===== config.mk =====
export PLATFORM = sky130hd
export DESIGN_NAME = fsip_top
export DESIGN_NICKNAME = d
export VERILOG_FILES = /design/src/common/fsip_pkg.sv /design/src/common/fsip_flag_if.sv /design/src/rtl/fsip_flags.sv /design/src/rtl/fsip_pin_drv.sv /design/src/rtl/fsip_top.sv
export VERILOG_INCLUDE_DIRS = /design/src /design/src/common
export SDC_FILE = /design/constraint.sdc
export NUM_CORES = 1
export LEC_CHECK = 0
export ABC_AREA = 0
export BUFFER_PORTS_ARGS = -buffer_cell sky130_fd_sc_hd__buf_2
export CAP_MARGIN = 10
export CORE_MARGIN = 2
export CORE_UTILIZATION = 40
export CTS_BUF_LIST = sky130_fd_sc_hd__clkbuf_4
export CTS_CLUSTER_SIZE = 40
export DETAILED_ROUTE_END_ITERATION = 12
export PLACE_DENSITY = 0.71
export SYNTH_ARGS = -nofsm -noshare
export SYNTH_HDL_FRONTEND = slang
export SYNTH_SLANG_ARGS = --single-unit

===== constraint.sdc =====
create_clock -name clk_sys -period 2.8 [get_ports clk_sys]
set_input_delay 0.14 -clock clk_sys [delete_from_list [all_inputs] [get_ports clk_sys]]
set_output_delay 0.14 -clock clk_sys [all_outputs]
set_load 0.02 [all_outputs]

===== src/common/fsip_consts.svh =====
// Register offsets, field positions and reset values of the interrupt block
`ifndef FSIP_CONSTS_SVH
`define FSIP_CONSTS_SVH

`define FSIP_ADDR_STATUS 8'h00
`define FSIP_ADDR_MASK 8'h01
`define FSIP_ADDR_PINCFG 8'h02

`define FSIP_STAT_CLEAR_BIT 15
`define FSIP_STAT_SECOND_BIT 6
`define FSIP_STAT_FIRST_BIT 5
`define FSIP_STAT_RSVD_HI 1'h0
`define FSIP_STAT_RSVD_LO 5'h00

`define FSIP_MASK_FIFO_BIT 8
`define FSIP_MASK_SECOND_BIT 6
`define FSIP_MASK_FIRST_BIT 5
`define FSIP_MASK_RESET 16'h01ff

`define FSIP_PCFG_DRV1_BIT 9
`define FSIP_PCFG_POL1_BIT 8
`define FSIP_PCFG_ENA0_BIT 2
`define FSIP_PCFG_DRV0_BIT 1
`define FSIP_PCFG_POL0_BIT 0
`define FSIP_PCFG_RESET 16'h0000

`define FSIP_ALT_IRQ_CODE 5'h01
`define FSIP_WORD_ZERO 16'h0000
`define FSIP_FLAGS_RESET 2'h0

`endif


===== src/common/fsip_pkg.sv =====
// Types shared by the interrupt block modules
package fsip_pkg;

  typedef logic [15:0] fsip_word_t;

  typedef enum logic [2:0]
  {
    FSIP_SEL_NONE = 3'h0,
    FSIP_SEL_STATUS = 3'h1,
    FSIP_SEL_MASK = 3'h2,
    FSIP_SEL_PINCFG = 3'h4
  } fsip_reg_sel_t;

endpackage : fsip_pkg


===== src/common/fsip_flag_if.sv =====
// Slot event flags between register logic and flag unit
`timescale 1ns/1ps
interface fsip_flag_if #(parameter int N = 2);
  logic [N-1:0] evt;
  logic [N-1:0] clr;
  logic [N-1:0] flag;

  modport unit
  (
    input evt,
    input clr,
    output flag
  );

  modport ctrl
  (
    output evt,
    output clr,
    input flag
  );
endinterface : fsip_flag_if


===== src/rtl/fsip_flags.sv =====
// Sticky slot event flags, set wins over clear
`timescale 1ns/1ps
`include "fsip_consts.svh"
module fsip_flags
(
  input wire logic clk_sys,
  input wire logic reset_n,
  fsip_flag_if.unit f
);

  genvar i;
  generate
    for (i = 0; i < 2; i++)
    begin : g_flag
      logic q;
      // An event in the clearing cycle is kept
      always_ff @(posedge clk_sys or negedge reset_n)
      begin
        if (!reset_n)
          q <= 1'b0;
        else if (f.evt[i])
          q <= 1'b1;
        else if (f.clr[i])
          q <= 1'b0;
      end
      assign f.flag[i] = q;

    end
  endgenerate
endmodule : fsip_flags


===== src/rtl/fsip_pin_drv.sv =====
// Interrupt pin polarity and drive stage
`timescale 1ns/1ps
module fsip_pin_drv
(
  input wire logic clk_sys,
  input wire logic reset_n,
  input wire logic irq,
  input wire logic enable,
  input wire logic drive_mode,
  input wire logic polarity,
  output logic pin_o,
  output logic pin_oe_n
);

  // Pin level follows the interrupt one cycle later
  always_ff @(posedge clk_sys or negedge reset_n)
  begin
    if (!reset_n)
      pin_o <= 1'b0;
    else
      pin_o <= irq ^ polarity;
  end

  // Floats while disabled, or idle in open-drain mode
  always_ff @(posedge clk_sys or negedge reset_n)
  begin
    if (!reset_n)
      pin_oe_n <= 1'b1;
    else
      pin_oe_n <= !enable || (drive_mode && !irq);
  end
endmodule : fsip_pin_drv


===== src/rtl/fsip_top.sv =====
// FIFO status, slot event flags, interrupt mask and interrupt pin control
`timescale 1ns/1ps
`include "fsip_consts.svh"
module fsip_top
#(
  parameter int ADDR_W = 8,
  parameter int COUNT_W = 8,
  parameter int THRESH_W = 6
)
(
  input wire logic clk_sys,
  input wire logic reset_n,
  input wire logic [ADDR_W-1:0] reg_addr,
  input wire logic [15:0] reg_wdata,
  input wire logic reg_wr,
  input wire logic reg_rd,
  output logic [15:0] reg_rdata,
  input wire logic [COUNT_W-1:0] fifo_byte_count,
  input wire logic [THRESH_W-1:0] fifo_word_threshold,
  input wire logic first_slot_event,
  input wire logic second_slot_event,
  input wire logic [4:0] secondary_pin_function_select,
  output logic fifo_clear,
  output logic primary_interrupt_pin_o,
  output logic primary_interrupt_pin_oe_n,
  output logic secondary_interrupt_pin_o,
  output logic secondary_interrupt_pin_oe_n
);

  fsip_pkg::fsip_reg_sel_t sel;
  fsip_pkg::fsip_word_t interrupt_mask;
  fsip_pkg::fsip_word_t interrupt_pin_config;
  fsip_pkg::fsip_word_t status_view;
  fsip_pkg::fsip_word_t next_rdata;
  logic [COUNT_W-1:0] thresh_bytes;
  logic fifo_level;
  logic irq;
  logic status_wr;
  logic sec_is_irq;

  fsip_flag_if #(.N(2)) flags ();

  // Address decode
  always_comb
  begin
    if (reg_addr == `FSIP_ADDR_STATUS)
      sel = fsip_pkg::FSIP_SEL_STATUS;
    else if (reg_addr == `FSIP_ADDR_MASK)
      sel = fsip_pkg::FSIP_SEL_MASK;
    else if (reg_addr == `FSIP_ADDR_PINCFG)
      sel = fsip_pkg::FSIP_SEL_PINCFG;
    else
      sel = fsip_pkg::FSIP_SEL_NONE;
  end

  assign status_wr = reg_wr && (sel == fsip_pkg::FSIP_SEL_STATUS);

  // Mask register, all disabled out of reset
  always_ff @(posedge clk_sys or negedge reset_n)
  begin
    if (!reset_n)
      interrupt_mask <= `FSIP_MASK_RESET;
    else if (reg_wr && sel == fsip_pkg::FSIP_SEL_MASK)
      interrupt_mask <= reg_wdata;
  end

  // Pin configuration register
  always_ff @(posedge clk_sys or negedge reset_n)
  begin
    if (!reset_n)
      interrupt_pin_config <= `FSIP_PCFG_RESET;
    else if (reg_wr && sel == fsip_pkg::FSIP_SEL_PINCFG)
      interrupt_pin_config <= reg_wdata;
  end

  // FIFO flush is a one-cycle command to the FIFO, not a stored bit
  always_ff @(posedge clk_sys or negedge reset_n)
  begin
    if (!reset_n)
      fifo_clear <= 1'b0;
    else
      fifo_clear <= status_wr && reg_wdata[`FSIP_STAT_CLEAR_BIT];
  end

  // Slot flags: index 0 first slot, index 1 second slot
  assign flags.evt = {second_slot_event, first_slot_event};
  assign flags.clr = {status_wr && reg_wdata[`FSIP_STAT_SECOND_BIT],
                      status_wr && reg_wdata[`FSIP_STAT_FIRST_BIT]};

  fsip_flags u_flags
  (
    .clk_sys(clk_sys),
    .reset_n(reset_n),
    .f(flags.unit)
  );

  // Threshold is in words; the count is in bytes
  assign thresh_bytes = COUNT_W'({fifo_word_threshold, 1'b0});
  // Level, not sticky: drops as soon as the byte count falls to the threshold
  assign fifo_level = fifo_byte_count > thresh_bytes;

  assign irq = (fifo_level && !interrupt_mask[`FSIP_MASK_FIFO_BIT])
            || (flags.flag[1] && !interrupt_mask[`FSIP_MASK_SECOND_BIT])
            || (flags.flag[0] && !interrupt_mask[`FSIP_MASK_FIRST_BIT]);

  // Reserved status bits hold nothing, so writing ones leaves them at zero
  assign status_view = {fifo_byte_count, `FSIP_STAT_RSVD_HI, flags.flag[1], flags.flag[0],
                        `FSIP_STAT_RSVD_LO};

  // Read mux; unmapped addresses read zero
  always_comb
  begin
    next_rdata = `FSIP_WORD_ZERO;
    case (sel)
      fsip_pkg::FSIP_SEL_STATUS: next_rdata = status_view;
      fsip_pkg::FSIP_SEL_MASK: next_rdata = interrupt_mask;
      fsip_pkg::FSIP_SEL_PINCFG: next_rdata = interrupt_pin_config;
      default: next_rdata = `FSIP_WORD_ZERO;
    endcase
  end

  // Read data holds until the next read
  always_ff @(posedge clk_sys or negedge reset_n)
  begin
    if (!reset_n)
      reg_rdata <= `FSIP_WORD_ZERO;
    else if (reg_rd)
      reg_rdata <= next_rdata;
  end

  // Primary pin: status keeps running even while the pin is disabled
  fsip_pin_drv u_primary
  (
    .clk_sys(clk_sys),
    .reset_n(reset_n),
    .irq(irq),
    .enable(interrupt_pin_config[`FSIP_PCFG_ENA0_BIT]),
    .drive_mode(interrupt_pin_config[`FSIP_PCFG_DRV0_BIT]),
    .polarity(interrupt_pin_config[`FSIP_PCFG_POL0_BIT]),
    .pin_o(primary_interrupt_pin_o),
    .pin_oe_n(primary_interrupt_pin_oe_n)
  );

  // Other alternate functions live elsewhere; this block floats the pin for them
  assign sec_is_irq = secondary_pin_function_select == `FSIP_ALT_IRQ_CODE;

  fsip_pin_drv u_secondary
  (
    .clk_sys(clk_sys),
    .reset_n(reset_n),
    .irq(irq),
    .enable(sec_is_irq),
    .drive_mode(interrupt_pin_config[`FSIP_PCFG_DRV1_BIT]),
    .polarity(interrupt_pin_config[`FSIP_PCFG_POL1_BIT]),
    .pin_o(secondary_interrupt_pin_o),
    .pin_oe_n(secondary_interrupt_pin_oe_n)
  );
endmodule : fsip_top


# ---- Word level (Yosys, flattened, before mapping)
# Index checks and enable logic that the tools add are counted.
dict set report classes {
  reduce_logical 24
  n_bitwise 2
  eq_ne 6
  muxes 8
  order_cmp 1
}
# operator count
set op_table {}
lappend op_table {{16-bit case mux with 3 select lines} 1}
lappend op_table {{1-bit logical AND} 11}
lappend op_table {{3-bit 2-to-1 mux} 3}
lappend op_table {{8-bit by 1-bit equality test with 1-bit output, second input constant} 1}
lappend op_table {{8-bit by 2-bit equality test with 1-bit output, second input constant} 1}
lappend op_table {{8-bit by 7-bit > comparator with 1-bit output} 1}
lappend op_table {{8-bit logical NOT} 1}
lappend op_table {{1-bit logical NOT} 6}
lappend op_table {{5-bit by 1-bit equality test with 1-bit output, second input constant} 1}
lappend op_table {{1-bit logical OR} 4}
lappend op_table {{1-bit 2-to-1 mux} 4}
lappend op_table {{2-bit nonzero test} 2}
lappend op_table {{3-bit by 1-bit equality test with 1-bit output, second input constant} 1}
lappend op_table {{3-bit by 2-bit equality test with 1-bit output, second input constant} 1}
lappend op_table {{3-bit equality test, second input constant} 1}
lappend op_table {{1-bit bitwise XOR} 2}
dict set report word_totals {
  input_bits 49
  regBits 55
  output_inout_bits 21
  word_cells 51
}

# ---- Depth between registers and ports, before layout
# Gate-level depths: netlist (run 1).
dict set report depth {
  word_depth 9
  ltp_mapped 6
  mapped_depth_nobuf 6
}

# ---- Modules after synthesis
# From an unflattened synthesis (run 1), not the netlist that was laid out.
dict set report hier_totals {
  cells_unflattened 199
  hier_area_um2 2673.8
}
# mod cells_per_inst n_inst area_each_um2 seq_area_each_um2
set by_module_without_submodules {}
lappend by_module_without_submodules {fsip_top 181 1 2448.6 1237.4}
lappend by_module_without_submodules {fsip_pin_drv 5 2 68.8 51.3}
lappend by_module_without_submodules {fsip_flags 8 1 87.6 50.0}

# ---- Worst setup path after synthesis (run 1)
# Ideal clock, no wire load.
dict set report synth_timing {
  path_type {input to register}
  startpoint {in reg_addr[3]}
  endpoint {reg interrupt_mask[13]}
  slack_ps 1018
  n_path_buf 1
  path_stages 5
  arrival_ps 1657
  t_required_ps 2675
  setup_time_ps 125
  cell_sequence {or4_4 nor3_4 nand3_4 buf_6 mux2_4}
}
dict set report synth_via {
  elab_chain_cells 6
  elab_cells_between_ends 8
  cone_classes {3 x eq/ne; 3 x mux; 2 x reduce/logical}
}
# element line_no
set synth_lines {}
lappend synth_lines {{start, declared} fsip_top.sv:13} ;# input wire logic [ADDR_W-1:0] reg_addr,
lappend synth_lines {{8-bit by 2-bit equality test with 1-bit output (no source line)} -}
lappend synth_lines {{3-bit 2-to-1 mux} fsip_top.sv:50} ;# else if (reg_addr == `FSIP_ADDR_PINCFG)
lappend synth_lines {{3-bit 2-to-1 mux} fsip_top.sv:48} ;# else if (reg_addr == `FSIP_ADDR_MASK)
lappend synth_lines {{3-bit 2-to-1 mux (*)} fsip_top.sv:46} ;# if (reg_addr == `FSIP_ADDR_STATUS)
lappend synth_lines {{3-bit by 2-bit equality test with 1-bit output (*)} fsip_top.sv:63} ;# else if (reg_wr && sel == fsip_pkg::FSIP_SEL_MASK)
lappend synth_lines {{1-bit logical AND (*)} fsip_top.sv:63}
lappend synth_lines {{end signal, assigned} fsip_top.sv:62} ;# interrupt_mask <= `FSIP_MASK_RESET;
lappend synth_lines {{end signal, assigned} fsip_top.sv:64} ;# interrupt_mask <= reg_wdata;
lappend synth_lines {{end, declared} fsip_top.sv:31} ;# fsip_pkg::fsip_word_t interrupt_mask;
# Mark *: on every way between the ends. The rest lies on a longest branch, timed or not.
# A chain may end at the register's enable or synchronous reset.

# ---- Worst setup path in the final report (run 1)
dict set report layout_timing {
  startpoint {in reg_addr[3]}
  endpoint {reg reg_rdata[10]}
}
dict set report layout_via {
  elab_chain_cells 6
  elab_cells_between_ends 10
  cone_classes {5 x eq/ne; 4 x mux; 1 x reduce/logical}
}
# element line_no
set layout_lines {}
lappend layout_lines {{8-bit by 2-bit equality test with 1-bit output (no source line)} -}
lappend layout_lines {{3-bit 2-to-1 mux} fsip_top.sv:50}
lappend layout_lines {{3-bit 2-to-1 mux} fsip_top.sv:48}
lappend layout_lines {{3-bit 2-to-1 mux (*)} fsip_top.sv:46}
lappend layout_lines {{3-bit equality test, or another cell as far along} fsip_top.sv:114} ;# case (sel)
lappend layout_lines {{16-bit case mux with 3 select lines (*)} fsip_top.sv:114}
lappend layout_lines {{end signal, assigned} fsip_top.sv:126} ;# reg_rdata <= `FSIP_WORD_ZERO;
lappend layout_lines {{end signal, assigned} fsip_top.sv:128} ;# reg_rdata <= next_rdata;
lappend layout_lines {{end, declared} fsip_top.sv:17} ;# output logic [15:0] reg_rdata,
# Marks and branches as above.

==> reports/metrics.csv, run 1 <==
metric,value,unit
initial_core_util,0.4097,
fmax,590.4,MHz
critPathArrivalTime,2000,ps
hold_class,input pin to flip-flop,
cp_max_fo,10,
area_delta_synth_final,23.55,%
crit_buf_inv,1,
hold_end,interrupt_pin_config[2]$_DFFE_PN0P_,
p_seq_frac,0.608,
pwr-share-clk,0.250,
cts_buffers,5,
timing.rr.start,u_flags.g_flag[0].q$_DFFE_PN0P_,
reg2reg_slack,1300,ps
grt_pass1_vias,2178,
die-area,7561,um2
viasPerCell,5.154,
cts_resized,0,
seq_area_frac_synth,0.5050,
required,3100,ps
overflow,0,
ys_types,34,
status,"complete, no violations",
vdd_drop_max,0.1613,mV
fill_cells,642,
switching_power,0.0003630,W
dpl.hpwl,4477,um
grt_usage,0.1786,
grt_max_degree,39,
core_area,6719,um2
clk_pin_slew,160,ps
ios,70,
cap_violations,0,
ant_nets,0,
synth_area_leader_cell,dfrtp_1,
routed_wl,6389,um
drive_above_1_share,0.4068,
path_class,input pin to flip-flop,
syn_nets,289,
syn_area_per_cell,11.76,um2
p_leak,1.671,nW
num_rows,30,
grt_setup_unrepaired,no,
tightest_slew,841.7,ps
htreeDepth,2,
yosys_warnings,0,
fin_ws,1106,ps
syn_inst,234,
synth_top_cell_area_share,0.4000,
antenna_cells,0,
die_w,86.96,um
antenna_found_initial,0,
multi_input_area,1220,um2
start_kind,input pin,
final_area,3401,um2
hold_ws,24.39,ps
finalHoldViolCount,0,
min_period_over_period,0.6049,
cts_sinks,55,
drc,0,
slowest_delay,530,ps
power.density,407.1,nW/um2
synth_seq_cells,55,
r2r-end,u_secondary.pin_o$_DFF_PN0_,
hp-start,reg_wdata[2],
routedWlPerCell,15.89,um
skew,23.49,ps
crit_family,simple AND/OR/NAND/NOR gates,
sw_frac_of_total,0.2622,
post-place-ws,681.6,ps
synthTopCellsByArea,"dfrtp_1 40%, mux2_4 11%, dfstp_2 11%",
syn_area,2753,um2
placed_area,3176,um2
period_needed,1694,ps
setup_viol,0,
rr_worst_depth,4,
slew_headroom,0.4389,
p_comb_frac,0.142,
post_cts_buffers,0,
cp_cell_sequence,buf_2 > or4_4 > nor3_4 > nand3_1 > o22ai_1,
clockBufferDepth,2,
dr.pass1.iters,4,
crit_slowest_cell,or4_4,
cts_tree,done,
die_h,86.96,um
drt_iter0_markers,100,
p_int,0.001022,W
layout.nets,376,
port_buffers,69,
grt_first_pass_wirelength,10480,um
vias,2072,
regArea,1390,um2
cts_root_buffer,clkbuf_4,
fin_setup_tns,0,ps
slew_violations,0,
worstHoldPathCells,2,
end_kind,flip-flop,
gp_congestion,0.7628,
clk-insertion-delay-late,380,ps
registers in the layout (all words and copies together), names as in the netlist:
signal	flops
fifo_clear	1
interrupt_mask	16
interrupt_pin_config	16
reg_rdata	16
u_flags.g_flag.q	2
u_primary.pin_o	1
u_primary.pin_oe_n	1
u_secondary.pin_o	1
u_secondary.pin_oe_n	1
layout by cell type, fill, tap and decap left out, drive strengths merged, types with 4 or more instances in the layout:
master,netlist,routed
buf,3,73
dfrtp,44,44
mux2,32,32
inv,24,25
dlygate4sd3,0,17
nor2,15,15
a21oi,11,11
dfstp,11,11
o21ai,10,10
mux2i,10,10
o22ai,10,10
nand3,9,9
nand2,7,7
a22o,6,6
ha,6,6
clkbuf,7,5
nor2b,4,4
cell type report:
class,count,area share
Clock buffer,5,0.01104
Tap cell,80,0.02943
Inverter,24,0.02649
Sequential cell,55,0.4088
Clock inverter,3,0.005151
Timing Repair Buffer,90,0.1604
Multi-Input combinational cell,145,0.3587
layer usage:
layer,global-route usage,vias up,wire length [um]
met3,0.02559,9,235
met5,0,-,0
li1,-,1005,-
met4,0.05682,0,114
met2,0.3033,50,3173
met1,0.2349,1008,2865
cell families (layout without fill, tap and decap cells):
logic type	after synthesis	count (layout)	share of synthesized area
compound gates	49	49	0.1173
simple gates	48	48	0.1041
fa+ha+maj	6	6	0.02727
buf+inv	34	122	0.05182
flops	55	55	0.5050
mux	42	42	0.1945
how the worst max path moves through the flow:
stage | from | end | slack [ps] | depth (start not counted)
floorplan | reg_addr[3] | interrupt_mask[13]$_DFFE_PN0P_ | 1020 | 5
global placement | reg_addr[3] | interrupt_mask[13]$_DFFE_PN0P_ | 740 | 5
detailed placement | reg_addr[3] | reg_rdata[12]$_DFFE_PN0P_ | 680 | 5
CTS | reg_addr[3] | reg_rdata[10]$_DFFE_PN0P_ | 1100 | 5
global route | reg_addr[3] | reg_rdata[8]$_DFFE_PN0P_ | 960 | 5
finish | reg_addr[3] | reg_rdata[10]$_DFFE_PN0P_ | 1110 | 5
cell usage after synthesis:
library cell	n
buf_1	1
a311oi_1	2
a21o_1	2
a21oi_1	11
mux2i_1	10
mux2_2	12
or2_2	2
buf_6	2
nand3_4	2
nor2b_1	4
or4_4	1
nand4b_1	2
o22ai_1	10
nand3_1	7
o221ai_1	2
nor4b_1	1
or3b_2	2
mux2_4	20
nand2_1	7
o21ai_0	10
clkbuf_1	7
inv_1	24
dfrtp_1	44
a22o_1	6
o32a_1	2
ha_1	6
nand3b_1	1
nor2_1	15
nor3_4	1
or3_1	2
nor3_1	1
dfstp_2	11
a211oi_1	2
a2111oi_0	2
power groups by stage:
stage | registers, W | clock network (W) | logic [W]
final | 0.000842 | 0.000345 | 0.000197
after global routing | 0.000846 | 0.000393 | 0.000218
after CTS | 0.000842 | 0.000360 | 0.000191
after detailed placement | 0.000856 | 0 | 0.000182
after global placement | 0.000855 | 0 | 0.000175
after floorplan | 0.000856 | 0 | 0.0000897
per-stage QoR:
step                      utilization  power [W]  instances
after floorplan                     -  0.0009461        234
after global placement         0.4726   0.001031        377
after detailed placement       0.4726   0.001038        377
after CTS                      0.4942   0.001393        394
after global routing           0.5061   0.001458        402
final                          0.5061   0.001385        402
repair_timing:
item	4_1_cts	5_1_grt
hold buffers	9	8
endpoints found under the setup margin	0	0
hold endpoints to repair	39	10
No activity file was read; power rests on OpenSTA's default activity.
==> run 2: changes to the inputs <==
Clock period 2.8 ns to 1.7 ns, I/O delays scaled along.
==> run 2 against run 1 <==
Net effect: sequential cell count unchanged; largest cell class unchanged; routed wire length rose by 0.75%; combinational power up 73%; sequential share of layout area decreased by 2.1 points.
==> reports/metrics.csv, run 2 (synthesis results as in run 1) <==
metric,value,unit,change
viasPerCell,5.152,,about the same
final_cells,415,,+3.2%
die-area,7561,um2,unchanged
end_kind,flip-flop,,
layout_common_cells,"69 x buf_2, 44 x dfrtp_1, 24 x inv_1, 21 x dlygate4sd3_1, 20 x mux2_4",,
final_common_cell,buf_2,,
post-place-cells,386,,+2.4%
die_w,86.96,um,unchanged
post_cts_buffers,0,,unchanged
post-place-ws,-56.07,ps,-737.6 ps
grt_first_pass_wirelength,10810,um,+3.2%
timing.rr.start,u_flags.g_flag[0].q$_DFFE_PN0P_,,
status,"complete, no violations",,
dr.pass1.iters,4,,unchanged
reg2reg_slack,260,ps,-1040 ps
num_rows,30,,unchanged
multi_input_area,1220,um2,unchanged
ant_nets,0,,unchanged
gp_congestion,0.7809,,+2.4%
fin_ws,255.2,ps,-851.0 ps
antenna_cells,0,,unchanged
skew,7.157,ps,-16.33 ps
reg_top3,"interrupt_mask: 16 flops, interrupt_pin_config: 16 flops, reg_rdata: 16 flops",,
slew_violations,0,,unchanged
drc,0,,unchanged
htreeDepth,2,,unchanged
antenna_found_initial,0,,unchanged
hold_buffers,21,,+12
fill_cells,594,,-7.5%
initial_core_util,0.4097,,unchanged
cts_root_buffer,clkbuf_4,,
fmax,692.1,MHz,
tightest_slew,525.9,ps,-315.9 ps
layout.nets,389,,+3.5%
worstHoldPathCells,3,,+1
cts_sinks,55,,unchanged
die_h,86.96,um,unchanged
fin_setup_tns,0,ps,unchanged
routedWlPerCell,15.51,um,-2.4%
slew_headroom,0.6494,,+0.2106
ios,70,,unchanged
final_area,3583,um2,+5.4%
min_period_over_period,0.8499,,
cts_buffers,5,,unchanged
drt_iter0_markers,116,,+16%
r2r-end,u_secondary.pin_o$_DFF_PN0_,,
finalHoldViolCount,0,,unchanged
cp_max_fo,6,,-4
area_delta_synth_final,30.18,%,
cts_resized,0,,unchanged
power.density,726.6,nW/um2,+78%
regArea,1390,um2,unchanged
grt_usage,0.1802,,+0.001654
clk_pin_slew,150,ps,about the same
port_buffers,69,,unchanged
rr_worst_depth,4,,unchanged
grt_pass1_vias,2265,,+4.0%
overflow,0,,unchanged
p_leak,1.766,nW,+5.7%
cap_violations,0,,unchanged
dpl.hpwl,4635,um,+3.5%
crit_path_end,u_secondary.pin_o$_DFF_PN0_,,
cts_tree,done,,
setup_viol,0,,unchanged
clockBufferDepth,2,,unchanged
path_class,flip-flop to flip-flop,,
grt_max_degree,24,,-38%
core_area,6719,um2,unchanged
power,0.002604,W,+88%
drive_above_1_share,0.4209,,+0.01406
required,1970,ps,-1130 ps
grt_setup_unrepaired,no,,
hold_class,input pin to flip-flop,,
routed_wl,6437,um,+0.75%
clk-insertion-delay-late,360,ps,-20 ps
vias,2138,,+3.2%
start_kind,flip-flop,,
critPathLaunch,u_flags.g_flag[0].q$_DFFE_PN0P_,,
critPathArrivalTime,1710,ps,-290 ps
vdd_drop_max,0.4604,mV,+190%
period_needed,1445,ps,
placed_area,3268,um2,+2.9%
==> run 2: worst max-delay path: stages (launching register included) <==
cell and delay (ps):
dfrtp_1 400, nor2b_1 340, or2_2 220, o221ai_1 110, a311oi_1 280
==> run 2: cell type report <==
cell class / count / area share
tap: 80 / 0.02793
timing repair buffer: 103 / 0.1892
multi-input combinational: 145 / 0.3404
sequential: 55 / 0.3879
clock inverter: 2 / 0.01676
inverter: 24 / 0.02514
clock buffer: 6 / 0.01257
==> run 2: metrics by stage <==
stage / hold slack, ps / util
2_1_floorplan: -210.6 / -
3_3_place_gp: 88.71 / 0.4864
3_5_place_dp: 93.21 / 0.4864
4_1_cts: 105.8 / 0.5333
5_1_grt: 105.7 / 0.5333
6_report: 101.0 / 0.5333
==> run 2: routing by layer <==
metal  GRT usage  part of all wire  vias up  wire length [um]
met1      0.2407              0.46     1052              2972
met3     0.02559             0.030        5               196
met4     0.04119            0.0068        0                44
li1            -                 -     1033                 -
met5           0                 0        -                 0
met2      0.3102              0.50       48              3223
==> run 2: power breakdown <==
group          switching, W  internal (W)
clock              0.000401      0.000475
sequential        0.0000266       0.00136
combinational      0.000166      0.000174
total              0.000594       0.00201
==> run 2: worst min path at each step <==
stage / slack, ps / endpoint / start
3_3_place_gp: 90 / reg_rdata[4]$_DFFE_PN0P_ / reset_n
6_report: 100 / fifo_clear$_DFF_PN0_ / reg_wr
4_1_cts: 110 / fifo_clear$_DFF_PN0_ / reg_wr
5_1_grt: 110 / fifo_clear$_DFF_PN0_ / reg_wr
2_1_floorplan: -210 / fifo_clear$_DFF_PN0_ / reset_n
3_5_place_dp: 90 / reg_rdata[4]$_DFFE_PN0P_ / reset_n
